===== src/io_delay_pkg.sv =====
// constants, timing figures and type definitions for the socketed i/o delay tuning port
//
// Overview of operation
// direction one plus strobe raises delay by steps
// direction zero plus strobe lowers delay by steps
// sixteen-bit step count applied only after strobe
// strobe applies configured delay change to line
// user sets steps and direction before strobe
// user waits for done before next strobe
// done flag asserts when adjustment finishes
// sixteen-bit readback of current delay taps
// increments blocked once tap reaches 511
// decrements blocked at alignment minimum tap
// ready only after successful configuration
// errors reported on signed 32-bit output
// single-ended enable one drives write value
// single-ended enable zero releases, reports level
// trigger enable one drives trigger write value
// trigger enable zero reports received level
// serialize and deserialize 8-bit channel words
// inversion control shifts clock half period
// clocks on line 13, plus 29/54 all-out
// strobe edge-triggered; done low until finish
package io_delay_pkg;

    // --------
    // delay tap limits
    // --------
    localparam logic [15:0] TAP_MAX       = 16'h01ff;  // upper tap bound, 511
    localparam logic [15:0] TAP_ALIGN_MIN = 16'h0008;  // alignment minimum, plain default
    localparam logic [15:0] TAP_RESET     = 16'h0008;  // tap after reset, sits at minimum
    localparam int          NUM_LINES     = 2;         // index 0 transmit, 1 receive

    // --------
    // timing
    // --------
    localparam int CLK_PERIOD_PS    = 5000;      // 200 mhz system clock
    localparam int CONFIG_TIME_NS   = 1000;      // least settle time before ready
    localparam int LINK_WATCH_NS    = 1000;      // longest gap between link clock rising edges
    localparam int CONFIG_CYCLES    = (CONFIG_TIME_NS * 1000 + CLK_PERIOD_PS - 1) / CLK_PERIOD_PS;
    localparam int LINK_WATCH_CYCLES = (LINK_WATCH_NS * 1000) / CLK_PERIOD_PS;
    localparam logic [11:0] CONFIG_COUNT = 12'(CONFIG_CYCLES);
    localparam logic [11:0] WATCH_COUNT  = 12'(LINK_WATCH_CYCLES);

    // --------
    // serial word shape and error codes
    // --------
    localparam logic [2:0]         SER_LAST_BIT = 3'h7;            // bits left after first
    localparam logic signed [31:0] ERR_NONE     = 32'sh00000000;
    localparam logic signed [31:0] ERR_LINK_CLK = 32'shfffffff0;   // link clock lost

    typedef enum logic [1:0] {
        CFG_WAIT,
        CFG_READY,
        CFG_FAULT
    } cfg_state_t;

endpackage


===== src/io_delay_port.sv =====
// socketed i/o port: line delay tuning, direction control, 8-bit serdes and clock outputs
`timescale 1ns/100ps
`default_nettype none

module io_delay_port (
    input  wire logic          clk,
    input  wire logic          rst_n,
    // configuration selects
    input  wire logic          half_in_half_out_config,
    input  wire logic          all_out_config,
    // status
    output logic               io_ready,
    output logic signed [31:0] io_error,
    // transmit delay adjust
    input  wire logic [15:0]   tx_delay_steps,
    input  wire logic          tx_delay_increment,
    input  wire logic          tx_delay_strobe,
    output logic [15:0]        tx_delay_value,
    output logic               tx_delay_done,
    // receive delay adjust
    input  wire logic [15:0]   rx_delay_steps,
    input  wire logic          rx_delay_increment,
    input  wire logic          rx_delay_strobe,
    output logic [15:0]        rx_delay_value,
    output logic               rx_delay_done,
    // single-ended line
    input  wire logic          single_end_drive_en,
    input  wire logic          single_end_write_val,
    output logic               single_end_read_val,
    input  wire logic          single_end_pin_in,
    output logic               single_end_pin_out,
    output logic               single_end_pin_oe,
    // differential trigger line
    input  wire logic          diff_trigger_drive_en,
    input  wire logic          diff_trigger_write_val,
    output logic               diff_trigger_read_val,
    input  wire logic          trigger_line_in,
    output logic               trigger_line_out,
    output logic               trigger_line_oe,
    // differential data channel
    input  wire logic          link_clk,
    input  wire logic [7:0]    write_word,
    input  wire logic          write_word_valid,
    output logic               write_word_ready,
    output logic [7:0]         read_word,
    output logic               read_word_valid,
    output logic               data_line_out,
    input  wire logic          data_line_in,
    // generated clock outputs
    input  wire logic          gen_clock_invert_line13,
    input  wire logic          gen_clock_invert_line29,
    input  wire logic          gen_clock_invert_line54,
    output logic               gen_clock_line13,
    output logic               gen_clock_line29,
    output logic               gen_clock_line54
);

    // --------
    // helpers
    // --------

    // one tap move, held inside the limits; a blocked move keeps the tap
    function automatic logic [15:0] tap_step(input logic [15:0] tap, input logic up);
        logic [15:0] res;
        res = tap;
        if (up) begin
            if (tap < io_delay_pkg::TAP_MAX) begin
                res = tap + 16'h0001;
            end
        end else begin
            if (tap > io_delay_pkg::TAP_ALIGN_MIN) begin
                res = tap - 16'h0001;
            end
        end
        return res;
    endfunction

    // --------
    // input synchronisers
    // --------
    logic [1:0] link_clk_sync;     // link clock, two stages
    logic [1:0] data_in_sync;      // serial data in
    logic [1:0] se_in_sync;        // single-ended pin level
    logic [1:0] trig_in_sync;      // trigger pin level
    logic       link_clk_prev;     // last synced link level, for edges
    logic       link_rise;         // combinational edge strobe
    logic       link_fall;

    // all outside levels pass two flops; only stage one is read by stage two
    always_ff @(posedge clk) begin
        if (!rst_n) begin
            link_clk_sync <= 2'h0;
            data_in_sync  <= 2'h0;
            se_in_sync    <= 2'h0;
            trig_in_sync  <= 2'h0;
            link_clk_prev <= 1'b0;
        end else begin
            link_clk_sync <= {link_clk_sync[0], link_clk};
            data_in_sync  <= {data_in_sync[0], data_line_in};
            se_in_sync    <= {se_in_sync[0], single_end_pin_in};
            trig_in_sync  <= {trig_in_sync[0], trigger_line_in};
            link_clk_prev <= link_clk_sync[1];
        end
    end

    assign link_rise = link_clk_sync[1] & ~link_clk_prev;
    assign link_fall = ~link_clk_sync[1] & link_clk_prev;

    // --------
    // configuration, ready and error status
    // --------
    io_delay_pkg::cfg_state_t cfg_state;   // bring-up state
    logic [11:0]              cfg_count;   // settle counter
    logic [11:0]              watch_count; // cycles since last link rising edge

    // ready needs the settle time and a live link clock; a stall drops it
    always_ff @(posedge clk) begin
        if (!rst_n) begin
            cfg_state   <= io_delay_pkg::CFG_WAIT;
            cfg_count   <= 12'h000;
            watch_count <= 12'h000;
            io_ready    <= 1'b0;
            io_error    <= io_delay_pkg::ERR_NONE;
        end else begin
            if (link_rise) begin
                watch_count <= 12'h000;
            end else if (watch_count != io_delay_pkg::WATCH_COUNT) begin
                watch_count <= watch_count + 12'h001;
            end
            case (cfg_state)
                io_delay_pkg::CFG_WAIT: begin
                    // wait settle time, then demand a live link clock
                    if (cfg_count != io_delay_pkg::CONFIG_COUNT) begin
                        cfg_count <= cfg_count + 12'h001;
                    end else if (watch_count == io_delay_pkg::WATCH_COUNT) begin
                        cfg_state <= io_delay_pkg::CFG_FAULT;
                        io_error  <= io_delay_pkg::ERR_LINK_CLK;
                    end else if (link_rise) begin
                        cfg_state <= io_delay_pkg::CFG_READY;
                        io_ready  <= 1'b1;
                    end
                end
                io_delay_pkg::CFG_READY: begin
                    // link clock gone: report and drop ready
                    if (watch_count == io_delay_pkg::WATCH_COUNT) begin
                        cfg_state <= io_delay_pkg::CFG_FAULT;
                        io_ready  <= 1'b0;
                        io_error  <= io_delay_pkg::ERR_LINK_CLK;
                    end
                end
                default: begin
                    // fault clears itself when the clock returns
                    if (link_rise) begin
                        cfg_state <= io_delay_pkg::CFG_READY;
                        io_ready  <= 1'b1;
                        io_error  <= io_delay_pkg::ERR_NONE;
                    end
                end
            endcase
        end
    end

    // --------
    // delay tuning, one engine per line
    // --------
    logic [15:0] tap     [io_delay_pkg::NUM_LINES];  // current tap count
    logic [15:0] left    [io_delay_pkg::NUM_LINES];  // steps still to take
    logic        up      [io_delay_pkg::NUM_LINES];  // latched direction
    logic        busy    [io_delay_pkg::NUM_LINES];  // adjustment running
    logic        done    [io_delay_pkg::NUM_LINES];  // completion flag
    logic        stb_prev[io_delay_pkg::NUM_LINES];  // strobe history
    logic [15:0] steps_in[io_delay_pkg::NUM_LINES];
    logic        incr_in [io_delay_pkg::NUM_LINES];
    logic        stb_in  [io_delay_pkg::NUM_LINES];

    assign steps_in[0] = tx_delay_steps;
    assign steps_in[1] = rx_delay_steps;
    assign incr_in[0]  = tx_delay_increment;
    assign incr_in[1]  = rx_delay_increment;
    assign stb_in[0]   = tx_delay_strobe;
    assign stb_in[1]   = rx_delay_strobe;

    // one tap per clock; blocked steps still count, so done time is fixed
    always_ff @(posedge clk) begin
        if (!rst_n) begin
            for (int i = 0; i < io_delay_pkg::NUM_LINES; i++) begin
                tap[i]      <= io_delay_pkg::TAP_RESET;
                left[i]     <= 16'h0000;
                up[i]       <= 1'b0;
                busy[i]     <= 1'b0;
                done[i]     <= 1'b1;
                stb_prev[i] <= 1'b0;
            end
        end else begin
            for (int i = 0; i < io_delay_pkg::NUM_LINES; i++) begin
                stb_prev[i] <= stb_in[i];
                if (busy[i]) begin
                    // strobes while busy are ignored
                    if (left[i] == 16'h0000) begin
                        busy[i] <= 1'b0;
                        done[i] <= 1'b1;
                    end else begin
                        tap[i]  <= tap_step(tap[i], up[i]);
                        left[i] <= left[i] - 16'h0001;
                    end
                end else if (stb_in[i] && !stb_prev[i]) begin
                    // latch request only on the strobe edge
                    left[i] <= steps_in[i];
                    up[i]   <= incr_in[i];
                    busy[i] <= 1'b1;
                    done[i] <= 1'b0;
                end
            end
        end
    end

    assign tx_delay_value = tap[0];
    assign rx_delay_value = tap[1];
    assign tx_delay_done  = done[0];
    assign rx_delay_done  = done[1];

    // --------
    // single-ended and trigger line direction
    // --------

    // driven values are registered so the pins come straight from flops
    always_ff @(posedge clk) begin
        if (!rst_n) begin
            single_end_pin_out    <= 1'b0;
            single_end_pin_oe     <= 1'b0;
            single_end_read_val   <= 1'b0;
            trigger_line_out      <= 1'b0;
            trigger_line_oe       <= 1'b0;
            diff_trigger_read_val <= 1'b0;
        end else begin
            single_end_pin_out    <= single_end_write_val;
            single_end_pin_oe     <= single_end_drive_en;
            single_end_read_val   <= se_in_sync[1];
            trigger_line_out      <= diff_trigger_write_val;
            trigger_line_oe       <= diff_trigger_drive_en;
            diff_trigger_read_val <= trig_in_sync[1];
        end
    end

    // --------
    // two-entry write buffer
    // --------
    logic [7:0] fifo_mem[2];   // buffer storage
    logic       fifo_wr;       // write index
    logic       fifo_rd;       // read index
    logic [1:0] fifo_cnt;      // words held
    logic [1:0] next_fifo_cnt;
    logic       push;
    logic       pop;
    logic [2:0] ser_left;      // bits still to shift out
    logic [7:0] ser_sh;        // outgoing shift register

    // ready is registered, so it reflects room after this cycle
    assign push = write_word_valid & write_word_ready;
    assign pop  = link_rise & (ser_left == 3'h0) & (fifo_cnt != 2'h0);

    always_comb begin
        next_fifo_cnt = fifo_cnt;
        if (push && !pop) begin
            next_fifo_cnt = fifo_cnt + 2'h1;
        end else if (pop && !push) begin
            next_fifo_cnt = fifo_cnt - 2'h1;
        end
    end

    // storage and pointers
    always_ff @(posedge clk) begin
        if (!rst_n) begin
            fifo_mem[0]      <= 8'h00;
            fifo_mem[1]      <= 8'h00;
            fifo_wr          <= 1'b0;
            fifo_rd          <= 1'b0;
            fifo_cnt         <= 2'h0;
            write_word_ready <= 1'b0;
        end else begin
            if (push) begin
                fifo_mem[fifo_wr] <= write_word;
                fifo_wr           <= ~fifo_wr;
            end
            if (pop) begin
                fifo_rd <= ~fifo_rd;
            end
            fifo_cnt         <= next_fifo_cnt;
            write_word_ready <= (next_fifo_cnt != 2'h2);
        end
    end

    // --------
    // serializer, msb first, one bit per link rising edge
    // --------
    always_ff @(posedge clk) begin
        if (!rst_n) begin
            ser_left      <= 3'h0;
            ser_sh        <= 8'h00;
            data_line_out <= 1'b0;
        end else if (link_rise) begin
            if (ser_left != 3'h0) begin
                data_line_out <= ser_sh[7];
                ser_sh        <= {ser_sh[6:0], 1'b0};
                ser_left      <= ser_left - 3'h1;
            end else if (pop) begin
                data_line_out <= fifo_mem[fifo_rd][7];
                ser_sh        <= {fifo_mem[fifo_rd][6:0], 1'b0};
                ser_left      <= io_delay_pkg::SER_LAST_BIT;
            end else begin
                // idle: line rests low between words
                data_line_out <= 1'b0;
            end
        end
    end

    // --------
    // deserializer, samples on link falling edge mid-bit
    // --------
    logic [7:0] des_sh;    // incoming shift register
    logic [2:0] des_cnt;   // bits gathered

    // no word framing on the line: words align from reset onward
    always_ff @(posedge clk) begin
        if (!rst_n) begin
            des_sh          <= 8'h00;
            des_cnt         <= 3'h0;
            read_word       <= 8'h00;
            read_word_valid <= 1'b0;
        end else begin
            read_word_valid <= 1'b0;
            if (link_fall) begin
                des_sh  <= {des_sh[6:0], data_in_sync[1]};
                des_cnt <= des_cnt + 3'h1;
                if (des_cnt == io_delay_pkg::SER_LAST_BIT) begin
                    read_word       <= {des_sh[6:0], data_in_sync[1]};
                    read_word_valid <= 1'b1;
                end
            end
        end
    end

    // --------
    // generated clock outputs
    // --------

    // follows the sampled link clock; inversion swaps phase by half a period
    always_ff @(posedge clk) begin
        if (!rst_n) begin
            gen_clock_line13 <= 1'b0;
            gen_clock_line29 <= 1'b0;
            gen_clock_line54 <= 1'b0;
        end else begin
            // line 13 runs in half-in and all-out builds
            gen_clock_line13 <= (half_in_half_out_config | all_out_config)
                              & (link_clk_sync[1] ^ gen_clock_invert_line13);
            gen_clock_line29 <= all_out_config
                              & (link_clk_sync[1] ^ gen_clock_invert_line29);
            gen_clock_line54 <= all_out_config
                              & (link_clk_sync[1] ^ gen_clock_invert_line54);
        end
    end

endmodule

`default_nettype wire


===== config.mk =====
export PLATFORM = sky130hd
export DESIGN_NAME = io_delay_port
export DESIGN_NICKNAME = d
export VERILOG_FILES = /design/src/io_delay_pkg.sv /design/src/io_delay_port.sv
export SDC_FILE = /design/constraint.sdc
export NUM_CORES = 1
export LEC_CHECK = 0
export BUFFER_PORTS_ARGS = -buffer_cell sky130_fd_sc_hd__buf_2
export CELL_PAD_IN_SITES_DETAIL_PLACEMENT = 1
export CELL_PAD_IN_SITES_GLOBAL_PLACEMENT = 2
export CORE_MARGIN = 4
export CORE_UTILIZATION = 30
export CTS_CLUSTER_DIAMETER = 150
export CTS_CLUSTER_SIZE = 12
export DETAILED_ROUTE_END_ITERATION = 6
export PLACE_DENSITY_LB_ADDON = 0.1
export SYNTH_ARGS = -nofsm -noshare
export SYNTH_HDL_FRONTEND = slang
export SYNTH_SLANG_ARGS = --single-unit
export TNS_END_PERCENT = 1

===== constraint.sdc =====
create_clock -name clk -period 3.85 [get_ports clk]
set_clock_uncertainty 0.05 [all_clocks]
set_input_delay 0.385 -clock clk [delete_from_list [all_inputs] [get_ports clk]]
set_output_delay 0.385 -clock clk [all_outputs]
set_load 0.02 [all_outputs]

After elaboration in Yosys (flattened, before gate mapping). Memories as Yosys holds them, arrays and structs flattened. A register that Yosys moved wholly into a read port is not among the register bits. Index checks and enable logic that the tools add are counted.

Bits in registers: 113. Memory bits (writable): 88. Input bits: 60. Output and inout bits: 87. Word-level logic and storage cells: 209. Memories kept: 7.

Memory list: left (words 2, width 16, rd ports 2, clocked after Yosys merged registers in 0, wr ports 2, RTL line io_delay_port.sv:167) `logic [15:0] left [io_delay_pkg::NUM_LINES];`; tap (words 2, width 16, rd ports 2, clocked after Yosys merged registers in 0, wr ports 2, RTL line io_delay_port.sv:166) `logic [15:0] tap [io_delay_pkg::NUM_LINES];`; fifo_mem (words 2, width 8, rd ports 1, clocked after Yosys merged registers in 1, wr ports 2, RTL line io_delay_port.sv:248) `logic [7:0] fifo_mem[2];`; busy (words 2, width 1, rd ports 2, clocked after Yosys merged registers in 0, wr ports 2, RTL line io_delay_port.sv:169) `logic busy [io_delay_pkg::NUM_LINES];`; done (words 2, width 1, rd ports 2, clocked after Yosys merged registers in 0, wr ports 2, RTL line io_delay_port.sv:170) `logic done [io_delay_pkg::NUM_LINES];`; stb_prev (words 2, width 1, rd ports 2, clocked after Yosys merged registers in 0, wr ports 2, RTL line io_delay_port.sv:171) `logic stb_prev[io_delay_pkg::NUM_LINES];`; +1 memories.

$add $sub $neg: 12. Magnitude comparators: 4. Eq/ne operators: 9. Mux-type cells: 87. Bitwise operators: 35. Reduce and logical (&&, ||, !) cells: 25.

Operators by type and width (number): $mux W16 (18); $mux W32 (3); $pmux W32 S2 (1); $sub A16 B1 Y16 const B (4); $mux W1 (52); $add A16 B1 Y16 const B (2); $gt A16 B4 Y1 const B (2); $logic_not A16 Y1 (2); $lt A16 B9 Y1 const B (2); $add A12 B1 Y12 const B (2); $mux W8 (3); $ne A12 B8 Y1 const B (2); $or A1 B1 Y1 (19); $eq A12 B8 Y1 const B (1); $mux W2 (6); $reduce_and A2 Y1 (6); $and A1 B1 Y1 (8); $ne A2 B2 Y1 const B (4); $reduce_or A8 Y1 (1); $mux W3 (2); $reduce_bool A3 Y1 (2); $not A1 Y1 (5); $logic_and A1 B1 Y1 (4); $logic_not A1 Y1 (4); other kinds (14) (17).

Logic depth before layout (Yosys ltp). Gate-level depths: netlist of run 1.

Word-level depth: 8. Depth in mapped cells: 9. Gate-level depth less buffers: 8.

Least setup slack after synthesis of run 1. No wires, ideal clock.

Path kind: register -> register. Start: memory up[0][0]. End: memory tap[0][15] (data pin). Library setup time: 0.255 ns. Arrival: 2.489 ns. Data required time: 3.545 ns. Path slack: 1.057 ns. Stages on the path, launching flop included: 9. Buffers on the path: 0. Clock period less this slack: 2.793 ns. Path through: edfxtp_1 inv_1 ha_1 and3_1 a2111o_1 o21ba_2 nor4bb_1 o21ai_0 a21bo_2.

RTL lines: start, declared (RTL line io_delay_port.sv:168) `logic up [io_delay_pkg::NUM_LINES];`; end, declared (RTL line io_delay_port.sv:166).

==> results of run 1 <==
## power breakdown
part           internal (mW)  switching [mW]
combinational          0.526           0.749
clock                  0.876           0.827
sequential              2.11           0.164
## registers in the layout (all words and copies together) (netlist names), 3 cells and up, named ones only
register	count
fifo_mem	16
tap	32
des_sh	7
des_cnt	3
read_word	8
ser_left	3
watch_count	12
cfg_count	12
ser_sh	7
left	32
## worst max-delay path by stage
stage | from | end | slack [ns] | cells past startpoint
after global routing | up[0][0] | tap[0][15] | 0.48 | 8
after CTS | up[0][0] | tap[0][15] | 0.62 | 8
after detailed placement | up[0][0] | tap[0][15] | 0.64 | 8
after floorplan | up[0][0] | tap[0][15] | 1.06 | 8
after global placement | up[0][0] | tap[0][15] | 0.71 | 8
final | up[0][0] | tap[0][15] | 0.65 | 8
## Yosys cell counts, drive strengths merged, types with 2 or more instances
cell type / n
mux2: 3
a22o: 4
xor2: 34
or4: 5
o21ai: 37
o31ai: 18
or2: 3
inv: 31
o22ai: 3
a21oi: 50
nor3b: 3
mux2i: 7
nor2: 119
and3: 9
dfxtp: 86
o21bai: 2
nor4: 12
a41oi: 5
o211ai: 4
clkbuf: 20
o21a: 4
a21boi: 3
xnor2: 37
nand4: 7
and2: 35
edfxtp: 84
a21o: 11
nor2b: 9
o2111ai: 2
nor3: 20
fa: 2
nand2b: 10
ha: 40
a211oi: 19
buf: 41
a31oi: 3
a221oi: 2
a311oi: 2
nand3: 24
nand2: 100
or3: 10
## worst max-delay path, cell delays in order (launching register included)
cell and delay, ns:
edfxtp_1 0.46, inv_1 0.45, ha_1 0.39, and3_1 0.19
a2111o_1 0.46, o21ba_2 0.23, nor4bb_1 0.39, o21ai_0 0.13
a21bo_2 0.20
## final cells by class
cell class,count,area (µm²),area share [%]
Inverter,32,120,1.15
Timing Repair Buffer,156,828,7.91
Sequential cell,170,4240,40.5
Tap cell,384,480,4.59
Clock inverter,14,126,1.21
Clock buffer,18,439,4.19
Multi-Input combinational cell,677,4240,40.4
## metal layers
layer  GRT usage, %  up-vias
li1               -     3516
met1           19.1     3310
met2           23.6       85
met3           2.81       18
met4           2.90        4
met5              0        -
## cells by family after synthesis
| logic type | share of synthesized area, % |
|---|---|
| compound gates | 13.2 |
| other cells | 0.0419 |
| simple gates | 19.7 |
| xor+xnor | 6.95 |
| flops | 47.5 |
| fa+ha+maj | 6.16 |
| buf+inv | 5.35 |
| mux | 1.16 |
## stage by stage
| step | instance area, µm² | hold slack, ns | setup WS, ns | cells | util (%) |
|---|---|---|---|---|---|
| floorplan | 8950 | 0.362 | 1.06 | 940 | - |
| global placement | 9910 | 0.363 | 0.705 | 1419 | 34.2 |
| detailed placement | 9910 | 0.374 | 0.639 | 1419 | 34.2 |
| CTS | 10500 | 0.0905 | 0.623 | 1451 | 36.1 |
| global route | 10500 | 0.0886 | 0.477 | 1451 | 36.1 |
| finish | 10500 | 0.113 | 0.647 | 1451 | 36.1 |
==> impl_metrics.yaml, run 1 <==
critical_path:
  r2r-end: "tap[0][15]"
  worstRegToRegCells: 8
  required_ns: 3.99
  critical_path.max_fanout: 15
  critical_path_class: "reg2reg"
  arrival_ns: 3.34
  timing.rr.start: "up[0][0]"
  rrSetupSlack_ns: 0.65
  start_kind: "register"
  cp-end-kind: "register"
power:
  ir_drop_uv: 322
  power.density_mw_per_mm2: 501
  p_total_mw: 5.25
  p_leak_nw: 4.25
detailed_routing:
  vias_per_cell: 4.78
  firstDrtPassIters: 6
  top_layer_used: "met5"
  ant_nets: 0
  drc: 0
  via_count: 6933
  wl_met1_mm: 11.4
  drt_iter0_drc: 314
  wl_met2_mm: 10.7
  routedWlPerCell_um: 15.8
  drt_wl_total_mm: 23.0
  dr_wl_met3_um: 638
final_layout:
  area_delta_synth_final_pct: 17.1
  layout-drive-gt1-share_pct: 19.4
  final_common_cell: "buf_2"
  layout_common_cells: "buf_2 (142), nor2_1 (119), nand2_1 (100), dfxtp_1 (86), edfxtp_1 (84)"
  fin_nets: 1156
  n_fill_cell: 3404
  num_antenna_cells: 0
timing:
  slew_headroom_pct: 30.4
  worst_slew_pin_slew_ns: 1.04
  fmax_mhz: 312
  fin_crit_ns: 3.20
  timing.final.crit_share_pct: 83.2
  hold_viol_final: 0
  final_max_slew_viol_count: 0
  rsz0062_at_grt: "false"
  fin_setup_tns_ns: 0
  setup_viol: 0
floorplan:
  die_area_mm2: 0.0326
  core_area_mm2: 0.0290
  fp.dieH_um: 181
  rows: 62
  die_w_um: 181
  pin_count: 147
  initial_core_util_pct: 30.8
clock_network:
  clockBufferDepth: 2
  numClockSinks: 170
  clock_latency_ns: 0.43
  cts_tree: "yes"
  h-tree-depth: 4
  cts-root-buf: "clkbuf_16"
  hold_buffers: 0
  cts_made_buffers: 17
  post_cts_buffers: 0
  clkTransAtPathRegs_ns: 0.08
  ctsResizeCount: 0
synth:
  ys_top_cells_by_area: "edfxtp_1 (28%), dfxtp_1 (19%), ha_1 (5.6%), nor2_1 (5.0%), nand2_1 (4.2%)"
  yosys_warnings: 0
  synth_flop_cell: "dfxtp_1"
  synth_area_leader_cell: "edfxtp_1"
  synth_top_area_share_pct: 28.2
  synthesis.area_mm2: 0.00894
  syn_area_per_cell_um2: 9.54
  ys_seq_elements: 170
  synthDistinctLibCells: 72
  async_flop_share_pct: 0
  synthCells: 937
  ys_seq_area_share_pct: 47.5
  synth_edf_count: 84
hold_path:
  whs_path_depth: 2
  hp-class: "in2reg"
  min_from: "diff_trigger_write_val"
  min_to: "trigger_line_out"
global_routing:
  antenna_found_initial: 2
  grt_max_degree: 48
  gr-total-overflow: 0
  grt_pass1_vias: 7290
  grt_use_total_pct: 14.1
  grt_pass1_wl_mm: 37.8
flow_run:
  drv_cap: 0
place:
  portBuffers: 142
  place.gp.congestion: 0.768
  hpwlAfterDp_mm: 16.7
outcome:
  status: "completed"
No activity file was read; power rests on OpenSTA's default activity.
==> inputs of run 2 (changes only) <==
Clock period 3.85 ns to 2.97 ns, I/O delays scaled along.
==> run 2 against run 1 <==
Utilization up 0.40 points. Register-to-register slack worse by 0.43 ns. Sequential cell count unchanged. Highest routed layer unchanged.
==> impl_metrics.yaml, run 2 (synthesis results as in run 1) <==
global_routing:
  top_usage_layer: "met2"
  gr-total-overflow: 0
  antenna_found_initial: 1
  use_met1_pct: 19.4
  grt_max_degree: 47
  globalRouteMet3Util_pct: 2.95
  met2_usage_pct: 24.1
  grt_use_total_pct: 14.4
  grt_pass1_vias: 7249
  grt_pass1_wl_mm: 38.6
timing:
  final_max_slew_viol_count: 0
  fin_ws_ns: 0.215
  slew_headroom_pct: 44.3
  rsz0062_at_grt: "false"
  fmax_mhz: 363
  setup_viol: 0
  fin_crit_ns: 2.76
  fin_setup_tns_ns: 0
  worst_slew_pin_slew_ns: 0.829
  timing.final.crit_share_pct: 92.8
  hold_viol_final: 0
critical_path:
  path_delay_family: "compound AO/OA/AOI/OAI gates"
  cp-startpoint: "up[0][0]"
  rrSetupSlack_ns: 0.21
  required_ns: 3.20
  crit_buf_inv: 1
  critical_path_class: "reg2reg"
  r2r-end: "tap[0][13]"
  crit_path_top_delay_cell: "a2111o_1"
  slowest_delay_ns: 0.45
  crit_chain: "inv_1 > ha_1 > and3_1 > a2111o_1 > o21ba_2 > o31ai_1 > o21a_1 > mux2i_1"
  cp-end-kind: "register"
  start_kind: "register"
  worstRegToRegCells: 8
  arrival_ns: 2.98
  critical_path.max_fanout: 6
  timing.rr.start: "up[0][0]"
clock_network:
  clockBufferDepth: 2
  post_cts_buffers: 0
  clock_latency_ns: 0.43
  cts_made_buffers: 17
  hold_buffers: 5
  h-tree-depth: 4
  numClockSinks: 170
  ctsResizeCount: 0
  cts_tree: "yes"
  cts-root-buf: "clkbuf_16"
  clkTransAtPathRegs_ns: 0.08
floorplan:
  pin_count: 147
  initial_core_util_pct: 30.8
  core_area_mm2: 0.0290
  die_area_mm2: 0.0326
  fp.dieH_um: 181
  die_w_um: 181
  rows: 62
detailed_routing:
  drt_wl_total_mm: 23.3
  via_count: 6975
  vias_per_cell: 4.75
  firstDrtPassIters: 5
  ant_nets: 0
  drt_iter0_drc: 345
  routedWlPerCell_um: 15.9
  drc: 0
final_layout:
  area_delta_synth_final_pct: 18.4
  layout_common_cells: "buf_2 (142), nor2_1 (119), nand2_1 (100), dfxtp_1 (86), edfxtp_1 (84)"
  n_fill_cell: 3414
  final_util_pct: 36.5
  fin_nets: 1173
  reg_top3: "left x32, tap x32, fifo_mem x16"
  num_antenna_cells: 0
  final_common_cell: "buf_2"
  layout-drive-gt1-share_pct: 20.2
  design_area_mm2: 0.0106
hold_path:
  hp-class: "in2reg"
  whs_path_depth: 2
  min_to: "se_in_sync[0]"
  min_from: "single_end_pin_in"
power:
  ir_drop_uv: 394
  power.density_mw_per_mm2: 643
  p_leak_nw: 4.32
place:
  dp_slack_ns: 0.217
  dpl_cell_area_mm2: 0.00999
  place.gp.congestion: 0.795
  portBuffers: 142
  hpwlAfterDp_mm: 17.2
flow_run:
  drv_cap: 0
outcome:
  status: "completed"
-- run 2: cell count changes in the layout (fill, tap and decap cells not counted), sizes merged --
cell,before,now
clkinvlp,2,1
clkbuf,18,17
clkinv,3,5
dlygate4sd3,0,5
buf,156,168
-- run 2: how the worst max path moves through the flow --
stage | to | slack [ns] | cells after the start
CTS | tap[0][13] | 0.19 | 8
global placement | tap[0][13] | 0.31 | 8
global route | tap[0][13] | 0.03 | 8
floorplan | tap[0][15] | 0.18 | 8
detailed placement | tap[0][13] | 0.22 | 8
finish | tap[0][13] | 0.21 | 8
-- run 2: where the power goes --
part	switching [mW]	total, mW	internal, mW	leakage, nW
Clock	1.07	2.17	1.11	0.276
Combinational	0.993	1.70	0.704	2.46
Sequential	0.206	2.94	2.73	1.59
Total	2.27	6.81	4.54	4.32
-- run 2: layout make-up --
| class | instances | area [µm²] | area share (%) |
|---|---|---|---|
| clock buffer | 17 | 425 | 4.02 |
| clock inverter | 15 | 129 | 1.22 |
| inverter | 32 | 120 | 1.13 |
| multi-input combinational | 677 | 4240 | 40.0 |
| sequential | 170 | 4240 | 40.1 |
| tap | 384 | 480 | 4.54 |
| timing repair buffer | 173 | 956 | 9.03 |
-- run 2: metal layers --
layer	up-vias	share of wire, %
met4	2	1.0
met1	3329	49
li1	3538	-
met2	88	47
met5	-	0.086
met3	18	2.8
-- run 2: per-stage QoR --
stage          hold WS (ns)  instances  power, mW
6_report             0.0311       1468       6.81
5_1_grt             0.00908       1468       7.26
4_1_cts             0.00686       1468       6.93
3_5_place_dp          0.370       1431       4.71
3_3_place_gp          0.363       1431       4.70
2_1_floorplan         0.355        940       4.17
==> inputs of run 3 (changes only) <==
Settings changed: ABC_AREA from default to 1.
==> run 3 against run 2 <==
Critical path depth rose by 2. Combinational power is 21% higher. Clock-buffer cell count increased by 2. Die area rose by 11%. Clock power is 10% higher. Hold slack gained 0.0038 ns. Setup slack gained 0.35 ns. Total power grew 9.0%. Register-to-register slack gained 0.35 ns.
==> impl_metrics.yaml, run 3 <==
outcome:
  status: "completed"
final_layout:
  layout-drive-gt1-share_pct: 14.6
  num_antenna_cells: 0
  design_area_mm2: 0.0116
  reg_top3: "left x32, tap x32, fifo_mem x16"
  final_common_cell: "nand2_1"
  layout_common_cells: "nand2_1 (394), inv_1 (188), nor2_1 (175), buf_2 (142), a21oi_1 (94)"
  area_delta_synth_final_pct: 16.4
  n_fill_cell: 4131
  final_util_pct: 35.5
  fin_nets: 1590
place:
  dpl_cell_area_mm2: 0.0109
  place.gp.congestion: 0.769
  portBuffers: 142
  hpwlAfterDp_mm: 20.9
timing:
  fin_crit_ns: 2.40
  fin_setup_tns_ns: 0
  worst_slew_pin_slew_ns: 0.687
  fmax_mhz: 416
  timing.final.crit_share_pct: 80.9
  final_max_slew_viol_count: 0
  setup_viol: 0
  slew_headroom_pct: 53.8
  hold_viol_final: 0
  rsz0062_at_grt: "false"
floorplan:
  initial_core_util_pct: 30.5
  die_w_um: 190
  core_area_mm2: 0.0327
  die_area_mm2: 0.0363
  pin_count: 147
  fp.dieH_um: 190
  rows: 66
synth:
  synth_flop_cell: "dfxtp_1"
  syn_area_per_cell_um2: 7.32
  ys_top_cells_by_area: "edfxtp_1 (25%), dfxtp_1 (17%), nand2_1 (15%), inv_1 (7.1%), nor2_1 (6.6%)"
  synth_area_leader_cell: "edfxtp_1"
  synthDistinctLibCells: 42
  async_flop_share_pct: 0
  yosys_warnings: 0
  synth_common_cells: "nand2_1 (394), inv_1 (188), nor2_1 (175), a21oi_1 (94), dfxtp_1 (86)"
  ys_seq_elements: 170
  ys_seq_area_share_pct: 42.5
  synth_edf_count: 84
  synthesis.area_mm2: 0.00999
  synth_top_area_share_pct: 25.3
  synthCells: 1364
  synth_most_common_cell: "nand2_1"
clock_network:
  clockBufferDepth: 2
  clock_latency_ns: 0.45
  cts-root-buf: "clkbuf_16"
  cts_tree: "yes"
  h-tree-depth: 4
  clkTransAtPathRegs_ns: 0.07
  post_cts_buffers: 0
  ctsResizeCount: 0
  cts_made_buffers: 17
  numClockSinks: 170
power:
  ir_drop_uv: 421
  p_leak_nw: 5.73
  power.density_mw_per_mm2: 638
detailed_routing:
  vias_per_cell: 4.45
  firstDrtPassIters: 6
  drt_wl_total_mm: 27.9
  drt_iter0_drc: 274
  via_count: 8637
  routedWlPerCell_um: 14.4
  ant_nets: 0
  drc: 0
global_routing:
  grt_max_degree: 43
  top_usage_layer: "met2"
  globalRouteMet3Util_pct: 2.89
  grt_pass1_vias: 9088
  gr-total-overflow: 0
  grt_use_total_pct: 15.8
  met2_usage_pct: 26.8
  antenna_found_initial: 1
  grt_pass1_wl_mm: 46.3
  use_met1_pct: 20.7
critical_path:
  arrival_ns: 2.56
  required_ns: 3.12
  critical_path_class: "reg2reg"
  start_kind: "register"
  cp-end-kind: "register"
  critical_path.max_fanout: 14
hold_path:
  hp-class: "in2reg"
flow_run:
  drv_cap: 0
run 3: changes by cell type after synthesis, moves of 31 or more:
| cell | delta |
|---|---|
| xnor2_1 | -31 |
| and2_1 | -33 |
| nor2_1 | +56 |
| nand3_1 | +61 |
| inv_1 | +157 |
| a21oi_1 | +45 |
| nand2_1 | +294 |
run 3: layout make-up:
class                      instances  area (µm²)  share of cell area, %
clock buffer                      19         454                   3.91
clock inverter                    13         153                   1.31
inverter                         192         723                   6.22
multi-input combinational        946        4620                   39.8
sequential                       170        4240                   36.5
tap                              442         553                   4.76
timing repair buffer             161         873                   7.51
run 3: final timing paths:
check	slack [ns]	endpoint	start	depth (start not counted)
hold / removal	0.03	data_in_sync[0]	data_line_in	3
setup / recovery	0.57	tap[0][10]	up[0][0]	10
setup reg to reg	0.57	tap[0][10]	up[0][0]	10
hold reg to reg	0.36	diff_trigger_read_val	trig_in_sync[1]	2
run 3: cells by family (layout without fill, tap and decap cells):
group	Yosys count	in the layout	share of synthesized area, %
simple gates	715	715	30.0
fa+ha+maj	42	42	5.41
xor+xnor	26	26	2.28
flops	170	170	42.5
compound gates	159	159	8.48
buf+inv	251	385	11.3
other cells	1	4	0.0375
run 3: routing by layer:
layer  part of all wire [%]  vias to the layer above
met2                     47                      112
met5                      0                        -
li1                       -                     4542
met1                     49                     3967
met4                    1.1                        0
met3                    3.0                       16
run 3: timing repair:
item | 4_1_cts | 5_1_grt
hold endpoints to repair | 8 | 0
setup endpoints to repair | 0 | 0
hold buffers | 8 | 0
run 3: power breakdown:
part	switching, mW	internal (mW)
combinational	1.35	0.702
clock	1.07	1.32
sequential	0.216	2.76
run 3: through the flow:
step | setup slack (ns) | hold slack (ns) | power (mW) | cells
2_1_floorplan | 0.911 | 0.340 | 4.50 | 1367
3_3_place_gp | 0.571 | 0.346 | 5.10 | 1903
3_5_place_dp | 0.521 | 0.352 | 5.12 | 1903
4_1_cts | 0.511 | 0.00897 | 7.56 | 1943
5_1_grt | 0.266 | 0.0253 | 7.99 | 1943
6_report | 0.566 | 0.0349 | 7.42 | 1943
run 3: critical path, cell delays in order, from the launching register on:
cell	delay (ns)
edfxtp_1	0.48
inv_1	0.45
ha_1	0.38
a21oi_1	0.14
nand2_1	0.14
nand2_1	0.09
nand2_1	0.11
nand2_1	0.08
nand2_1	0.07
nor2_1	0.12
nor2_1	0.06
